File: src/hdl/glut_pkg.sv
// Constants, register map and types for the gray-level lookup table loader
`default_nettype none

package glut_pkg;

	// Bus geometry and responses
	localparam int unsigned ADDR_W = 12;
	localparam logic [1:0] RESP_OKAY = 2'h0;
	localparam logic [1:0] RESP_SLVERR = 2'h2;

	// Command word fields
	localparam int unsigned CMD_CODE_MSB = 15;
	localparam int unsigned CMD_CODE_LSB = 8;
	localparam int unsigned CMD_DATA_MSB = 7;
	localparam int unsigned CMD_DATA_LSB = 0;

	// Command codes; a table entry's register index equals its code, byte address is four times it
	localparam logic [7:0] CODE_ODD_LUT_BYTE4_CMD = 8'h2A;
	localparam logic [7:0] CODE_ODD_LUT_BYTE3_CMD = 8'h2B;
	localparam logic [7:0] CODE_ODD_LUT_BYTE2_CMD = 8'h2C;
	localparam logic [7:0] CODE_ODD_LUT_BYTE1_CMD = 8'h2D;
	localparam logic [7:0] CODE_EVEN_LUT_BYTE15_CMD = 8'h2E;
	localparam logic [7:0] CODE_EVEN_LUT_BYTE14_CMD = 8'h2F;

	// Index field of a table byte address
	localparam int unsigned TAB_IDX_MSB = 9;
	localparam int unsigned TAB_IDX_LSB = 2;

	// Extra registers
	localparam logic [ADDR_W-1:0] REG_CMD_ADDR = 12'h100;
	localparam logic [ADDR_W-1:0] REG_MODE_ADDR = 12'h104;
	localparam logic [ADDR_W-1:0] REG_STATUS_ADDR = 12'h108;
	localparam int unsigned ST_PEND_BIT = 0;
	localparam int unsigned ST_ILLEGAL_BIT = 1;

	// Table slots
	localparam int unsigned NUM_SLOTS = 6;
	localparam logic [2:0] SLOT_ODD_LUT_BYTE4_CMD = 3'h0;
	localparam logic [2:0] SLOT_ODD_LUT_BYTE3_CMD = 3'h1;
	localparam logic [2:0] SLOT_ODD_LUT_BYTE2_CMD = 3'h2;
	localparam logic [2:0] SLOT_ODD_LUT_BYTE1_CMD = 3'h3;
	localparam logic [2:0] SLOT_EVEN_LUT_BYTE15_CMD = 3'h4;
	localparam logic [2:0] SLOT_EVEN_LUT_BYTE14_CMD = 3'h5;
	localparam logic [2:0] SLOT_NONE = 3'h6;
	localparam logic [7:0] TAB_RST [NUM_SLOTS] = '{8'h03, 8'h02, 8'h01, 8'h00, 8'hFF, 8'hAF};

	// Durations are entry plus one gray-step periods
	localparam int unsigned DUR_W = 9;
	localparam logic [DUR_W-1:0] DUR_ONE = 9'h001;

	typedef enum logic [1:0]
	{
		GLUT_MODE_MONO = 2'b00,
		GLUT_MODE_GRAY4 = 2'b01,
		GLUT_MODE_GRAY16 = 2'b10,
		GLUT_MODE_GRAY64 = 2'b11
	} glut_mode_e;

	localparam glut_mode_e MODE_RST = GLUT_MODE_GRAY16;

endpackage : glut_pkg

`default_nettype wire

File: src/hdl/glut_loader.sv
// AXI4-Lite loader for odd and even gray-level timing table entries
//
// Function
// - Entry value n gives n plus one periods
// - Code 2A loads odd entry 4, reset 03
// - Code 2B loads odd entry 3, reset 02
// - Code 2C loads odd entry 2, reset 01
// - Code 2D loads odd entry 1, reset 00
// - Code 2E loads even entry 15, reset FF
// - Code 2F loads even entry 14, reset AF
`default_nettype none

module glut_loader
(
	input wire logic aclk,
	input wire logic aresetn,
	input wire logic [glut_pkg::ADDR_W-1:0] s_axi_awaddr,
	input wire logic s_axi_awvalid,
	output logic s_axi_awready,
	input wire logic [31:0] s_axi_wdata,
	input wire logic [3:0] s_axi_wstrb,
	input wire logic s_axi_wvalid,
	output logic s_axi_wready,
	output logic [1:0] s_axi_bresp,
	output logic s_axi_bvalid,
	input wire logic s_axi_bready,
	input wire logic [glut_pkg::ADDR_W-1:0] s_axi_araddr,
	input wire logic s_axi_arvalid,
	output logic s_axi_arready,
	output logic [31:0] s_axi_rdata,
	output logic [1:0] s_axi_rresp,
	output logic s_axi_rvalid,
	input wire logic s_axi_rready,
	input wire logic seq_start,
	output logic [1:0] display_mode,
	output logic [glut_pkg::DUR_W-1:0] odd_level4_duration,
	output logic [glut_pkg::DUR_W-1:0] odd_level3_duration,
	output logic [glut_pkg::DUR_W-1:0] odd_level2_duration,
	output logic [glut_pkg::DUR_W-1:0] odd_level1_duration,
	output logic [glut_pkg::DUR_W-1:0] even_level15_duration,
	output logic [glut_pkg::DUR_W-1:0] even_level14_duration
);

	localparam int unsigned TAB_LOW_MSB = glut_pkg::TAB_IDX_LSB - 1;

	function automatic logic [2:0] code_slot(input logic [7:0] code);
		logic [2:0] s;
		s = glut_pkg::SLOT_NONE;
		if (code == glut_pkg::CODE_ODD_LUT_BYTE4_CMD)
			s = glut_pkg::SLOT_ODD_LUT_BYTE4_CMD;
		else if (code == glut_pkg::CODE_ODD_LUT_BYTE3_CMD)
			s = glut_pkg::SLOT_ODD_LUT_BYTE3_CMD;
		else if (code == glut_pkg::CODE_ODD_LUT_BYTE2_CMD)
			s = glut_pkg::SLOT_ODD_LUT_BYTE2_CMD;
		else if (code == glut_pkg::CODE_ODD_LUT_BYTE1_CMD)
			s = glut_pkg::SLOT_ODD_LUT_BYTE1_CMD;
		else if (code == glut_pkg::CODE_EVEN_LUT_BYTE15_CMD)
			s = glut_pkg::SLOT_EVEN_LUT_BYTE15_CMD;
		else if (code == glut_pkg::CODE_EVEN_LUT_BYTE14_CMD)
			s = glut_pkg::SLOT_EVEN_LUT_BYTE14_CMD;
		return s;
	endfunction : code_slot

	// Table byte addresses: aligned, index field equals the command code
	function automatic logic [2:0] addr_slot(input logic [glut_pkg::ADDR_W-1:0] a);
		logic [2:0] s;
		s = glut_pkg::SLOT_NONE;
		if (a[TAB_LOW_MSB:0] == '0 && a[glut_pkg::ADDR_W-1:glut_pkg::TAB_IDX_MSB+1] == '0)
			s = code_slot(a[glut_pkg::TAB_IDX_MSB:glut_pkg::TAB_IDX_LSB]);
		return s;
	endfunction : addr_slot

	function automatic logic [glut_pkg::DUR_W-1:0] to_periods(input logic [7:0] n);
		return {1'b0, n} + glut_pkg::DUR_ONE;
	endfunction : to_periods

	// Loads the current mode does not permit; host must avoid them
	function automatic logic forbidden(input logic [2:0] s, input glut_pkg::glut_mode_e m);
		logic f;
		f = 1'b0;
		case (s)
			glut_pkg::SLOT_ODD_LUT_BYTE4_CMD, glut_pkg::SLOT_EVEN_LUT_BYTE15_CMD, glut_pkg::SLOT_EVEN_LUT_BYTE14_CMD:
				f = (m != glut_pkg::GLUT_MODE_GRAY16);
			glut_pkg::SLOT_ODD_LUT_BYTE3_CMD, glut_pkg::SLOT_ODD_LUT_BYTE2_CMD:
				f = (m == glut_pkg::GLUT_MODE_GRAY64) || (m == glut_pkg::GLUT_MODE_MONO);
			glut_pkg::SLOT_ODD_LUT_BYTE1_CMD:
				f = (m == glut_pkg::GLUT_MODE_GRAY64);
			default:
				f = 1'b0;
		endcase
		return f;
	endfunction : forbidden

	logic aw_hold_q;
	logic [glut_pkg::ADDR_W-1:0] awaddr_q;
	logic w_hold_q;
	logic [31:0] wdata_q;
	logic [3:0] wstrb_q;
	logic bvalid_q;
	logic [1:0] bresp_q;
	logic rvalid_q;
	logic [1:0] rresp_q;
	logic [31:0] rdata_q;
	logic do_write;
	logic do_read;
	logic tab_wr_en;
	logic [2:0] wr_slot;
	logic [7:0] wr_byte;
	logic mode_wr;
	logic st_clr;
	logic wr_err;
	logic [2:0] cmd_slot;
	glut_pkg::glut_mode_e mode_q;
	logic pend_q;
	logic illegal_q;
	logic [7:0] tab_pend_q [glut_pkg::NUM_SLOTS];
	logic [glut_pkg::DUR_W-1:0] dur_q [glut_pkg::NUM_SLOTS];

	assign s_axi_awready = !aw_hold_q;
	assign s_axi_wready = !w_hold_q;
	assign s_axi_bvalid = bvalid_q;
	assign s_axi_bresp = bresp_q;
	assign s_axi_arready = !rvalid_q;
	assign s_axi_rvalid = rvalid_q;
	assign s_axi_rresp = rresp_q;
	assign s_axi_rdata = rdata_q;
	assign display_mode = mode_q;

	// Address and data may arrive in either order; both are held until the write is done
	assign do_write = aw_hold_q && w_hold_q && !bvalid_q;
	assign do_read = s_axi_arvalid && !rvalid_q;

	always_ff @(posedge aclk)
	begin
		if (!aresetn)
		begin
			aw_hold_q <= 1'b0;
			awaddr_q <= '0;
		end
		else if (s_axi_awvalid && !aw_hold_q)
		begin
			aw_hold_q <= 1'b1;
			awaddr_q <= s_axi_awaddr;
		end
		else if (do_write)
			aw_hold_q <= 1'b0;
	end

	always_ff @(posedge aclk)
	begin
		if (!aresetn)
		begin
			w_hold_q <= 1'b0;
			wdata_q <= '0;
			wstrb_q <= '0;
		end
		else if (s_axi_wvalid && !w_hold_q)
		begin
			w_hold_q <= 1'b1;
			wdata_q <= s_axi_wdata;
			wstrb_q <= s_axi_wstrb;
		end
		else if (do_write)
			w_hold_q <= 1'b0;
	end

	assign cmd_slot = code_slot(wdata_q[glut_pkg::CMD_CODE_MSB:glut_pkg::CMD_CODE_LSB]);

	always_comb
	begin
		tab_wr_en = 1'b0;
		wr_slot = glut_pkg::SLOT_NONE;
		wr_byte = '0;
		mode_wr = 1'b0;
		st_clr = 1'b0;
		wr_err = 1'b0;
		if (do_write)
		begin
			if (awaddr_q == glut_pkg::REG_CMD_ADDR)
			begin
				// Whole command word needed; unknown codes are answered with an error
				if (cmd_slot == glut_pkg::SLOT_NONE)
					wr_err = 1'b1;
				else if (wstrb_q[1] && wstrb_q[0])
				begin
					tab_wr_en = 1'b1;
					wr_slot = cmd_slot;
					wr_byte = wdata_q[glut_pkg::CMD_DATA_MSB:glut_pkg::CMD_DATA_LSB];
				end
			end
			else if (addr_slot(awaddr_q) != glut_pkg::SLOT_NONE)
			begin
				tab_wr_en = wstrb_q[0];
				wr_slot = addr_slot(awaddr_q);
				wr_byte = wdata_q[glut_pkg::CMD_DATA_MSB:glut_pkg::CMD_DATA_LSB];
			end
			else if (awaddr_q == glut_pkg::REG_MODE_ADDR)
				mode_wr = wstrb_q[0];
			else if (awaddr_q == glut_pkg::REG_STATUS_ADDR)
				st_clr = wstrb_q[0] && wdata_q[glut_pkg::ST_ILLEGAL_BIT];
			else
				wr_err = 1'b1;
		end
	end

	always_ff @(posedge aclk)
	begin
		if (!aresetn)
		begin
			bvalid_q <= 1'b0;
			bresp_q <= glut_pkg::RESP_OKAY;
		end
		else if (do_write)
		begin
			bvalid_q <= 1'b1;
			bresp_q <= wr_err ? glut_pkg::RESP_SLVERR : glut_pkg::RESP_OKAY;
		end
		else if (s_axi_bready)
			bvalid_q <= 1'b0;
	end

	always_ff @(posedge aclk)
	begin
		if (!aresetn)
			mode_q <= glut_pkg::MODE_RST;
		else if (mode_wr)
			mode_q <= glut_pkg::glut_mode_e'(wdata_q[1:0]);
	end

	// Pending copies take host writes at any time
	always_ff @(posedge aclk)
	begin
		if (!aresetn)
		begin
			for (int i = 0; i < glut_pkg::NUM_SLOTS; i++)
				tab_pend_q[i] <= glut_pkg::TAB_RST[i];
		end
		else if (tab_wr_en)
			tab_pend_q[wr_slot] <= wr_byte;
	end

	// Active durations only change at a sequence start, so a line never mixes old and new
	always_ff @(posedge aclk)
	begin
		if (!aresetn)
		begin
			for (int i = 0; i < glut_pkg::NUM_SLOTS; i++)
				dur_q[i] <= to_periods(glut_pkg::TAB_RST[i]);
		end
		else if (seq_start)
		begin
			for (int i = 0; i < glut_pkg::NUM_SLOTS; i++)
				dur_q[i] <= to_periods(tab_pend_q[i]);
		end
	end

	// A write in the transfer cycle keeps the flag set: it waits for the next sequence
	always_ff @(posedge aclk)
	begin
		if (!aresetn)
			pend_q <= 1'b0;
		else if (tab_wr_en)
			pend_q <= 1'b1;
		else if (seq_start)
			pend_q <= 1'b0;
	end

	// Forbidden loads are still stored; the sticky flag lets software spot the misuse
	always_ff @(posedge aclk)
	begin
		if (!aresetn)
			illegal_q <= 1'b0;
		else if (tab_wr_en && forbidden(wr_slot, mode_q))
			illegal_q <= 1'b1;
		else if (st_clr)
			illegal_q <= 1'b0;
	end

	// Table entries and the command word are write-only and read as zero
	always_ff @(posedge aclk)
	begin
		if (!aresetn)
		begin
			rvalid_q <= 1'b0;
			rresp_q <= glut_pkg::RESP_OKAY;
			rdata_q <= '0;
		end
		else if (do_read)
		begin
			rvalid_q <= 1'b1;
			rresp_q <= glut_pkg::RESP_OKAY;
			rdata_q <= '0;
			if (s_axi_araddr == glut_pkg::REG_MODE_ADDR)
				rdata_q[1:0] <= mode_q;
			else if (s_axi_araddr == glut_pkg::REG_STATUS_ADDR)
			begin
				rdata_q[glut_pkg::ST_PEND_BIT] <= pend_q;
				rdata_q[glut_pkg::ST_ILLEGAL_BIT] <= illegal_q;
			end
			else if (s_axi_araddr == glut_pkg::REG_CMD_ADDR)
				rdata_q <= '0;
			else if (addr_slot(s_axi_araddr) != glut_pkg::SLOT_NONE)
				rdata_q <= '0;
			else
				rresp_q <= glut_pkg::RESP_SLVERR;
		end
		else if (s_axi_rready)
			rvalid_q <= 1'b0;
	end

	assign odd_level4_duration = dur_q[glut_pkg::SLOT_ODD_LUT_BYTE4_CMD];
	assign odd_level3_duration = dur_q[glut_pkg::SLOT_ODD_LUT_BYTE3_CMD];
	assign odd_level2_duration = dur_q[glut_pkg::SLOT_ODD_LUT_BYTE2_CMD];
	assign odd_level1_duration = dur_q[glut_pkg::SLOT_ODD_LUT_BYTE1_CMD];
	assign even_level15_duration = dur_q[glut_pkg::SLOT_EVEN_LUT_BYTE15_CMD];
	assign even_level14_duration = dur_q[glut_pkg::SLOT_EVEN_LUT_BYTE14_CMD];
endmodule : glut_loader

`default_nettype wire

File: config.mk
export PLATFORM = sky130hd
export DESIGN_NAME = glut_loader
export DESIGN_NICKNAME = d
export VERILOG_FILES = /design/src/hdl/glut_pkg.sv /design/src/hdl/glut_loader.sv
export SDC_FILE = /design/constraint.sdc
export NUM_CORES = 1
export LEC_CHECK = 0
export BUFFER_PORTS_ARGS = -buffer_cell sky130_fd_sc_hd__buf_2
export CAP_MARGIN = 20
export CORE_MARGIN = 2
export CORE_UTILIZATION = 46
export DETAILED_ROUTE_END_ITERATION = 8
export PLACE_DENSITY = 0.69
export SKIP_CTS_REPAIR_TIMING = 1
export SLEW_MARGIN = 10
export SYNTH_ARGS = -nofsm -noshare
export SYNTH_HDL_FRONTEND = slang
export SYNTH_SLANG_ARGS = --single-unit
File: constraint.sdc
create_clock -name aclk -period 8.1 [get_ports aclk]
set_input_delay 1.215 -clock aclk [delete_from_list [all_inputs] [get_ports aclk]]
set_output_delay 1.215 -clock aclk [all_outputs]
set_load 0.01 [all_outputs]
==> flow_summary.html <==
<table>
<tr><th>Metric</th><th>Value</th></tr>
<tr><th colspan="2">Yosys</th></tr>
<tr><td>Top cell types by occurrence after synthesis</td><td>sky130_fd_sc_hd__nand2_1 (106), sky130_fd_sc_hd__edfxtp_1 (102), sky130_fd_sc_hd__nor2_1 (78)</td></tr>
<tr><td>Synthesized-area fraction occupied by and/or/nand/nor cells</td><td>20.6%</td></tr>
<tr><td>Post-synth top area share</td><td>46.4%</td></tr>
<tr><td>Count of cell types in the netlist</td><td>49</td></tr>
<tr><td>Combinational family with the most area after synthesis</td><td>simple AND/OR/NAND/NOR gates</td></tr>
<tr><td>Synthesized area per cell</td><td>10.5 sq um</td></tr>
<tr><td>Share of synthesized area spent on multiplexers</td><td>0.303%</td></tr>
<tr><td>Xor and xnor fraction of the mapped netlist area</td><td>3.85%</td></tr>
<tr><td>Primary flip-flop cell chosen by synthesis mapping</td><td>sky130_fd_sc_hd__edfxtp_1</td></tr>
<tr><td>Sequential-to-total area share from yosys stat</td><td>59.1%</td></tr>
<tr><td>Post-Syn Area</td><td>6600 sq um</td></tr>
<tr><td>Fraction of registers with async set or reset after synthesis</td><td>0%</td></tr>
<tr><td>Leading cell types by total area after synthesis</td><td>sky130_fd_sc_hd__edfxtp_1 (46%), sky130_fd_sc_hd__dfxtp_1 (13%), sky130_fd_sc_hd__nand2_1 (6.0%)</td></tr>
<tr><td>Adder-cell share of the synthesized area</td><td>1.52%</td></tr>
<tr><td>Number of enable-type register cells in the synthesized netlist</td><td>102</td></tr>
<tr><td>Cell taking the most area after synthesis</td><td>sky130_fd_sc_hd__edfxtp_1</td></tr>
<tr><td>Compound-Gate Fraction of Synth Area</td><td>8.64%</td></tr>
<tr><td>Yosys synthesis warning count</td><td>0</td></tr>
<tr><td>Library cell with the highest instance count after synthesis</td><td>sky130_fd_sc_hd__nand2_1</td></tr>
<tr><td>Register bit count reported by yosys</td><td>144</td></tr>
<tr><td>Cell count after synthesis</td><td>627</td></tr>
<tr><th colspan="2">Routing</th></tr>
<tr><td>Number of search-and-repair iterations in the first detailed-routing pass</td><td>5</td></tr>
<tr><td>Total number of vias</td><td>4808</td></tr>
<tr><td>Number of design-rule violations left by the first detailed-router iteration</td><td>383</td></tr>
<tr><td>Detail-routed net length per standard cell</td><td>14.1 microns</td></tr>
<tr><td>Routed wire length</td><td>13.2 mm</td></tr>
<tr><td>Final antenna-violating net count</td><td>0</td></tr>
<tr><td>Via density per instance</td><td>5.15</td></tr>
<tr><td>Number of DRC violations after detailed routing</td><td>0</td></tr>
<tr><th colspan="2">STA</th></tr>
<tr><td>Final period utilization</td><td>47.3%</td></tr>
<tr><td>Minimum clock period after layout</td><td>3.83 ns</td></tr>
<tr><td>Max Transition Viols Final</td><td>0</td></tr>
<tr><td>RSZ-0062 raised after global routing</td><td>false</td></tr>
<tr><td>Tightest Pin Transition</td><td>1.03 ns</td></tr>
<tr><td>Finish-stage setup viols</td><td>0</td></tr>
<tr><td>Endpoints failing hold</td><td>0</td></tr>
<tr><td>Setup Total Neg Slack</td><td>0 ns</td></tr>
<tr><td>Maximum clock frequency</td><td>261 MHz</td></tr>
<tr><td>Final setup slack of the worst path</td><td>4.27 ns</td></tr>
<tr><td>Worst-case clock skew</td><td>0.00630 ns</td></tr>
<tr><td>Slew HR</td><td>30.7%</td></tr>
<tr><th colspan="2">Clock tree</th></tr>
<tr><td>Clock latency at the later pin of the worst-skew pair</td><td>0.41 ns</td></tr>
<tr><td>CTS Root Cell</td><td>sky130_fd_sc_hd__clkbuf_16</td></tr>
<tr><td>Number of levels the H-tree was split into</td><td>4</td></tr>
<tr><td>Clock edge transition at the registers on the reported setup and hold paths</td><td>0.06 ns</td></tr>
<tr><td>TritonCTS clock tree</td><td>built</td></tr>
<tr><td>Number of buffers added by the clock tree synthesis step</td><td>17</td></tr>
<tr><td>Maximum number of buffers from clock root to sink</td><td>2</td></tr>
<tr><td>Count of clock tree sinks</td><td>144</td></tr>
<tr><th colspan="2">Global routing</th></tr>
<tr><td>Total Routing Usage GR</td><td>18.3%</td></tr>
<tr><td>Pin count of the biggest net entering global routing</td><td>57</td></tr>
<tr><td>Initial antenna violation count</td><td>0</td></tr>
<tr><td>Overflow after GRT</td><td>0</td></tr>
<tr><td>Global-route wire length before repair</td><td>21.6 mm</td></tr>
<tr><td>Vias in the first global route</td><td>4512</td></tr>
<tr><th colspan="2">Pwr</th></tr>
<tr><td>Clock group share of total power</td><td>43.5%</td></tr>
<tr><td>Proportion of power drawn by flip-flops and latches</td><td>49.8%</td></tr>
<tr><td>Int Power</td><td>1.31 mW</td></tr>
<tr><td>Switching power total</td><td>0.372 mW</td></tr>
<tr><td>Logic pwr share</td><td>6.6%</td></tr>
<tr><td>Worst vdd rail ir drop</td><td>105 uV</td></tr>
<tr><td>Pwr Density</td><td>215 nW/um^2</td></tr>
<tr><td>Switching share of power</td><td>22.1%</td></tr>
<tr><td>Leakage power summed over all cells</td><td>3.07 nW</td></tr>
<tr><th colspan="2">Worst setup path</th></tr>
<tr><td>CP Data Arrival Time</td><td>3.87 ns</td></tr>
<tr><td>Biggest fanout along the worst timing path</td><td>9</td></tr>
<tr><td>Slowest library cell on the worst path</td><td>sky130_fd_sc_hd__o21ai_0</td></tr>
<tr><td>Classification of the worst setup path</td><td>reg2reg</td></tr>
<tr><td>Sequence of cells on the critical path</td><td>or4b_2 &gt; nor4_1 &gt; a21oi_1 &gt; nor2_1 &gt; nand2_1 &gt; o21ai_0</td></tr>
<tr><td>Worst stage delay on the critical path</td><td>0.84 ns</td></tr>
<tr><td>Critical path buffers and inverters</td><td>0</td></tr>
<tr><td>Endpoint type of the worst setup path</td><td>flop</td></tr>
<tr><td>Required time of the critical path</td><td>8.13 ns</td></tr>
<tr><td>Family with the most delay on the worst path</td><td>simple AND/OR/NAND/NOR gates</td></tr>
<tr><td>Launching element type of the critical path</td><td>flop</td></tr>
<tr><th colspan="2">Cells and area</th></tr>
<tr><td>Layout Utilization</td><td>55.9%</td></tr>
<tr><td>Post-layout instance count excluding filler cells</td><td>934</td></tr>
<tr><td>Signed area change from the synthesized netlist to the final layout</td><td>18.0%</td></tr>
<tr><td>Area used by multi-input combinational logic</td><td>2430 sq um</td></tr>
<tr><td>Diodes inserted</td><td>0</td></tr>
<tr><td>Post-route cell area</td><td>7790 sq um</td></tr>
<tr><td>Count of filler cells inserted in the layout</td><td>1208</td></tr>
<tr><td>Final layout net count</td><td>817</td></tr>
<tr><td>Footprint of the flip-flops and latches</td><td>3900 sq um</td></tr>
<tr><td>Share of layout cells above drive strength 1</td><td>20.6%</td></tr>
<tr><th colspan="2">Die</th></tr>
<tr><td># rows</td><td>43</td></tr>
<tr><td>Die span in x</td><td>124 microns</td></tr>
<tr><td>Starting Density</td><td>47.4%</td></tr>
<tr><td>Boundary pin count</td><td>165</td></tr>
<tr><td>Core box area</td><td>13900 sq um</td></tr>
<tr><td>Area of the die</td><td>15300 sq um</td></tr>
<tr><td>Vertical die dimension</td><td>124 microns</td></tr>
<tr><th colspan="2">Outcome</th></tr>
<tr><td>Outcome</td><td>finished clean</td></tr>
<tr><th colspan="2">Hold path</th></tr>
<tr><td>HP Class</td><td>reg2reg</td></tr>
<tr><th colspan="2">Placed design</th></tr>
<tr><td>Total of buffers placed on input and output ports</td><td>114</td></tr>
<tr><td>Post-Place Cells</td><td>900</td></tr>
<tr><td>Cell Area, Placed</td><td>7210 sq um</td></tr>
<tr><td>Final estimated routing congestion in global placement</td><td>0.883</td></tr>
<tr><td>Worst slack, placed</td><td>4.36 ns</td></tr>
<tr><td>Half-perimeter wire length after placement</td><td>9.51 mm</td></tr>
<tr><th colspan="2">Run</th></tr>
<tr><td>Reported max-cap violation count</td><td>0</td></tr>
</table>
## cells in the final DEF, fill, tap and decap left out, types with 14 or more instances in the layout
master	instances
sky130_fd_sc_hd__a21boi_0	34
sky130_fd_sc_hd__buf_2	115
sky130_fd_sc_hd__clkbuf_16	18
sky130_fd_sc_hd__conb_1	32
sky130_fd_sc_hd__dfxtp_1	42
sky130_fd_sc_hd__edfxtp_1	102
sky130_fd_sc_hd__inv_1	15
sky130_fd_sc_hd__nand2_1	106
sky130_fd_sc_hd__nand3_1	27
sky130_fd_sc_hd__nor2_1	78
sky130_fd_sc_hd__nor3_1	14
sky130_fd_sc_hd__o21ai_0	18
sky130_fd_sc_hd__xor2_1	17
## metal layers
| layer | wire length [microns] | vias up | GRT usage, % |
|---|---|---|---|
| li1 | - | 2377 | - |
| met1 | 5790 | 2242 | 23.8 |
| met2 | 6370 | 165 | 29.8 |
| met3 | 766 | 24 | 4.08 |
| met4 | 282 | 0 | 7.60 |
| met5 | 0 | - | 0 |
## worst paths after layout
check                   start               end  slack [ns]  depth (start not counted)
hold / removal    awaddr_q[1]       awaddr_q[1]        0.46                          2
hold reg to reg   awaddr_q[1]       awaddr_q[1]        0.46                          2
setup / recovery  awaddr_q[5]  tab_pend_q[1][1]        4.27                          6
setup reg to reg  awaddr_q[5]  tab_pend_q[1][1]        4.27                          6
## registers in the layout (all words and copies together) (netlist names)
name and cells:
pend_q 1, aw_hold_q 1, illegal_q 1, s_axi_rvalid 1, dur_q 54, tab_pend_q 48
wdata_q 16, s_axi_bvalid 1, s_axi_bresp 1, s_axi_rdata 2, display_mode 2, wstrb_q 2
w_hold_q 1, awaddr_q 12, s_axi_rresp 1
## worst register-to-register path, delay by kind of cell (launching register included)
family | cells | cell delay [ns]
flip-flops | 1 | 0.34
AND/OR/NAND/NOR | 4 | 1.97
AO/OA/AOI/OAI | 2 | 1.13
## per-stage QoR
stage          total power [mW]  hold slack, ns
3_5_place_dp              0.963           0.456
3_3_place_gp              0.958           0.451
4_1_cts                    1.69           0.464
2_1_floorplan             0.929           0.438
5_1_grt                    1.74           0.488
6_report                   1.68           0.460
## power by group through the flow
stage	logic [mW]	clock network, mW	registers [mW]
after detailed placement	0.111	0	0.852
final	0.111	0.731	0.836
after CTS	0.111	0.743	0.837
after global routing	0.126	0.778	0.840
after global placement	0.108	0	0.850
after floorplan	0.0733	0	0.856
## layout make-up
| cell class | instances | area share, % |
|---|---|---|
| clock buffers | 26 | 6.73 |
| clock inverters | 6 | 0.594 |
| multi-input cells | 444 | 31.2 |
| repair buffers | 119 | 7.74 |
| inverters | 15 | 0.723 |
| flip-flops and latches | 144 | 50.1 |
| well taps | 180 | 2.89 |
## cell families (layout without fill, tap and decap cells)
logic type | after synthesis | in the layout
adder cells (fa/ha/maj) | 8 | 8
AND/OR/NAND/NOR | 291 | 291
AO/OA/AOI/OAI | 82 | 82
multiplexers | 2 | 2
other | 1 | 32
buffers and inverters | 70 | 166
XOR/XNOR | 29 | 29
flip-flops | 144 | 144
(Power assumes the default switching activity.)
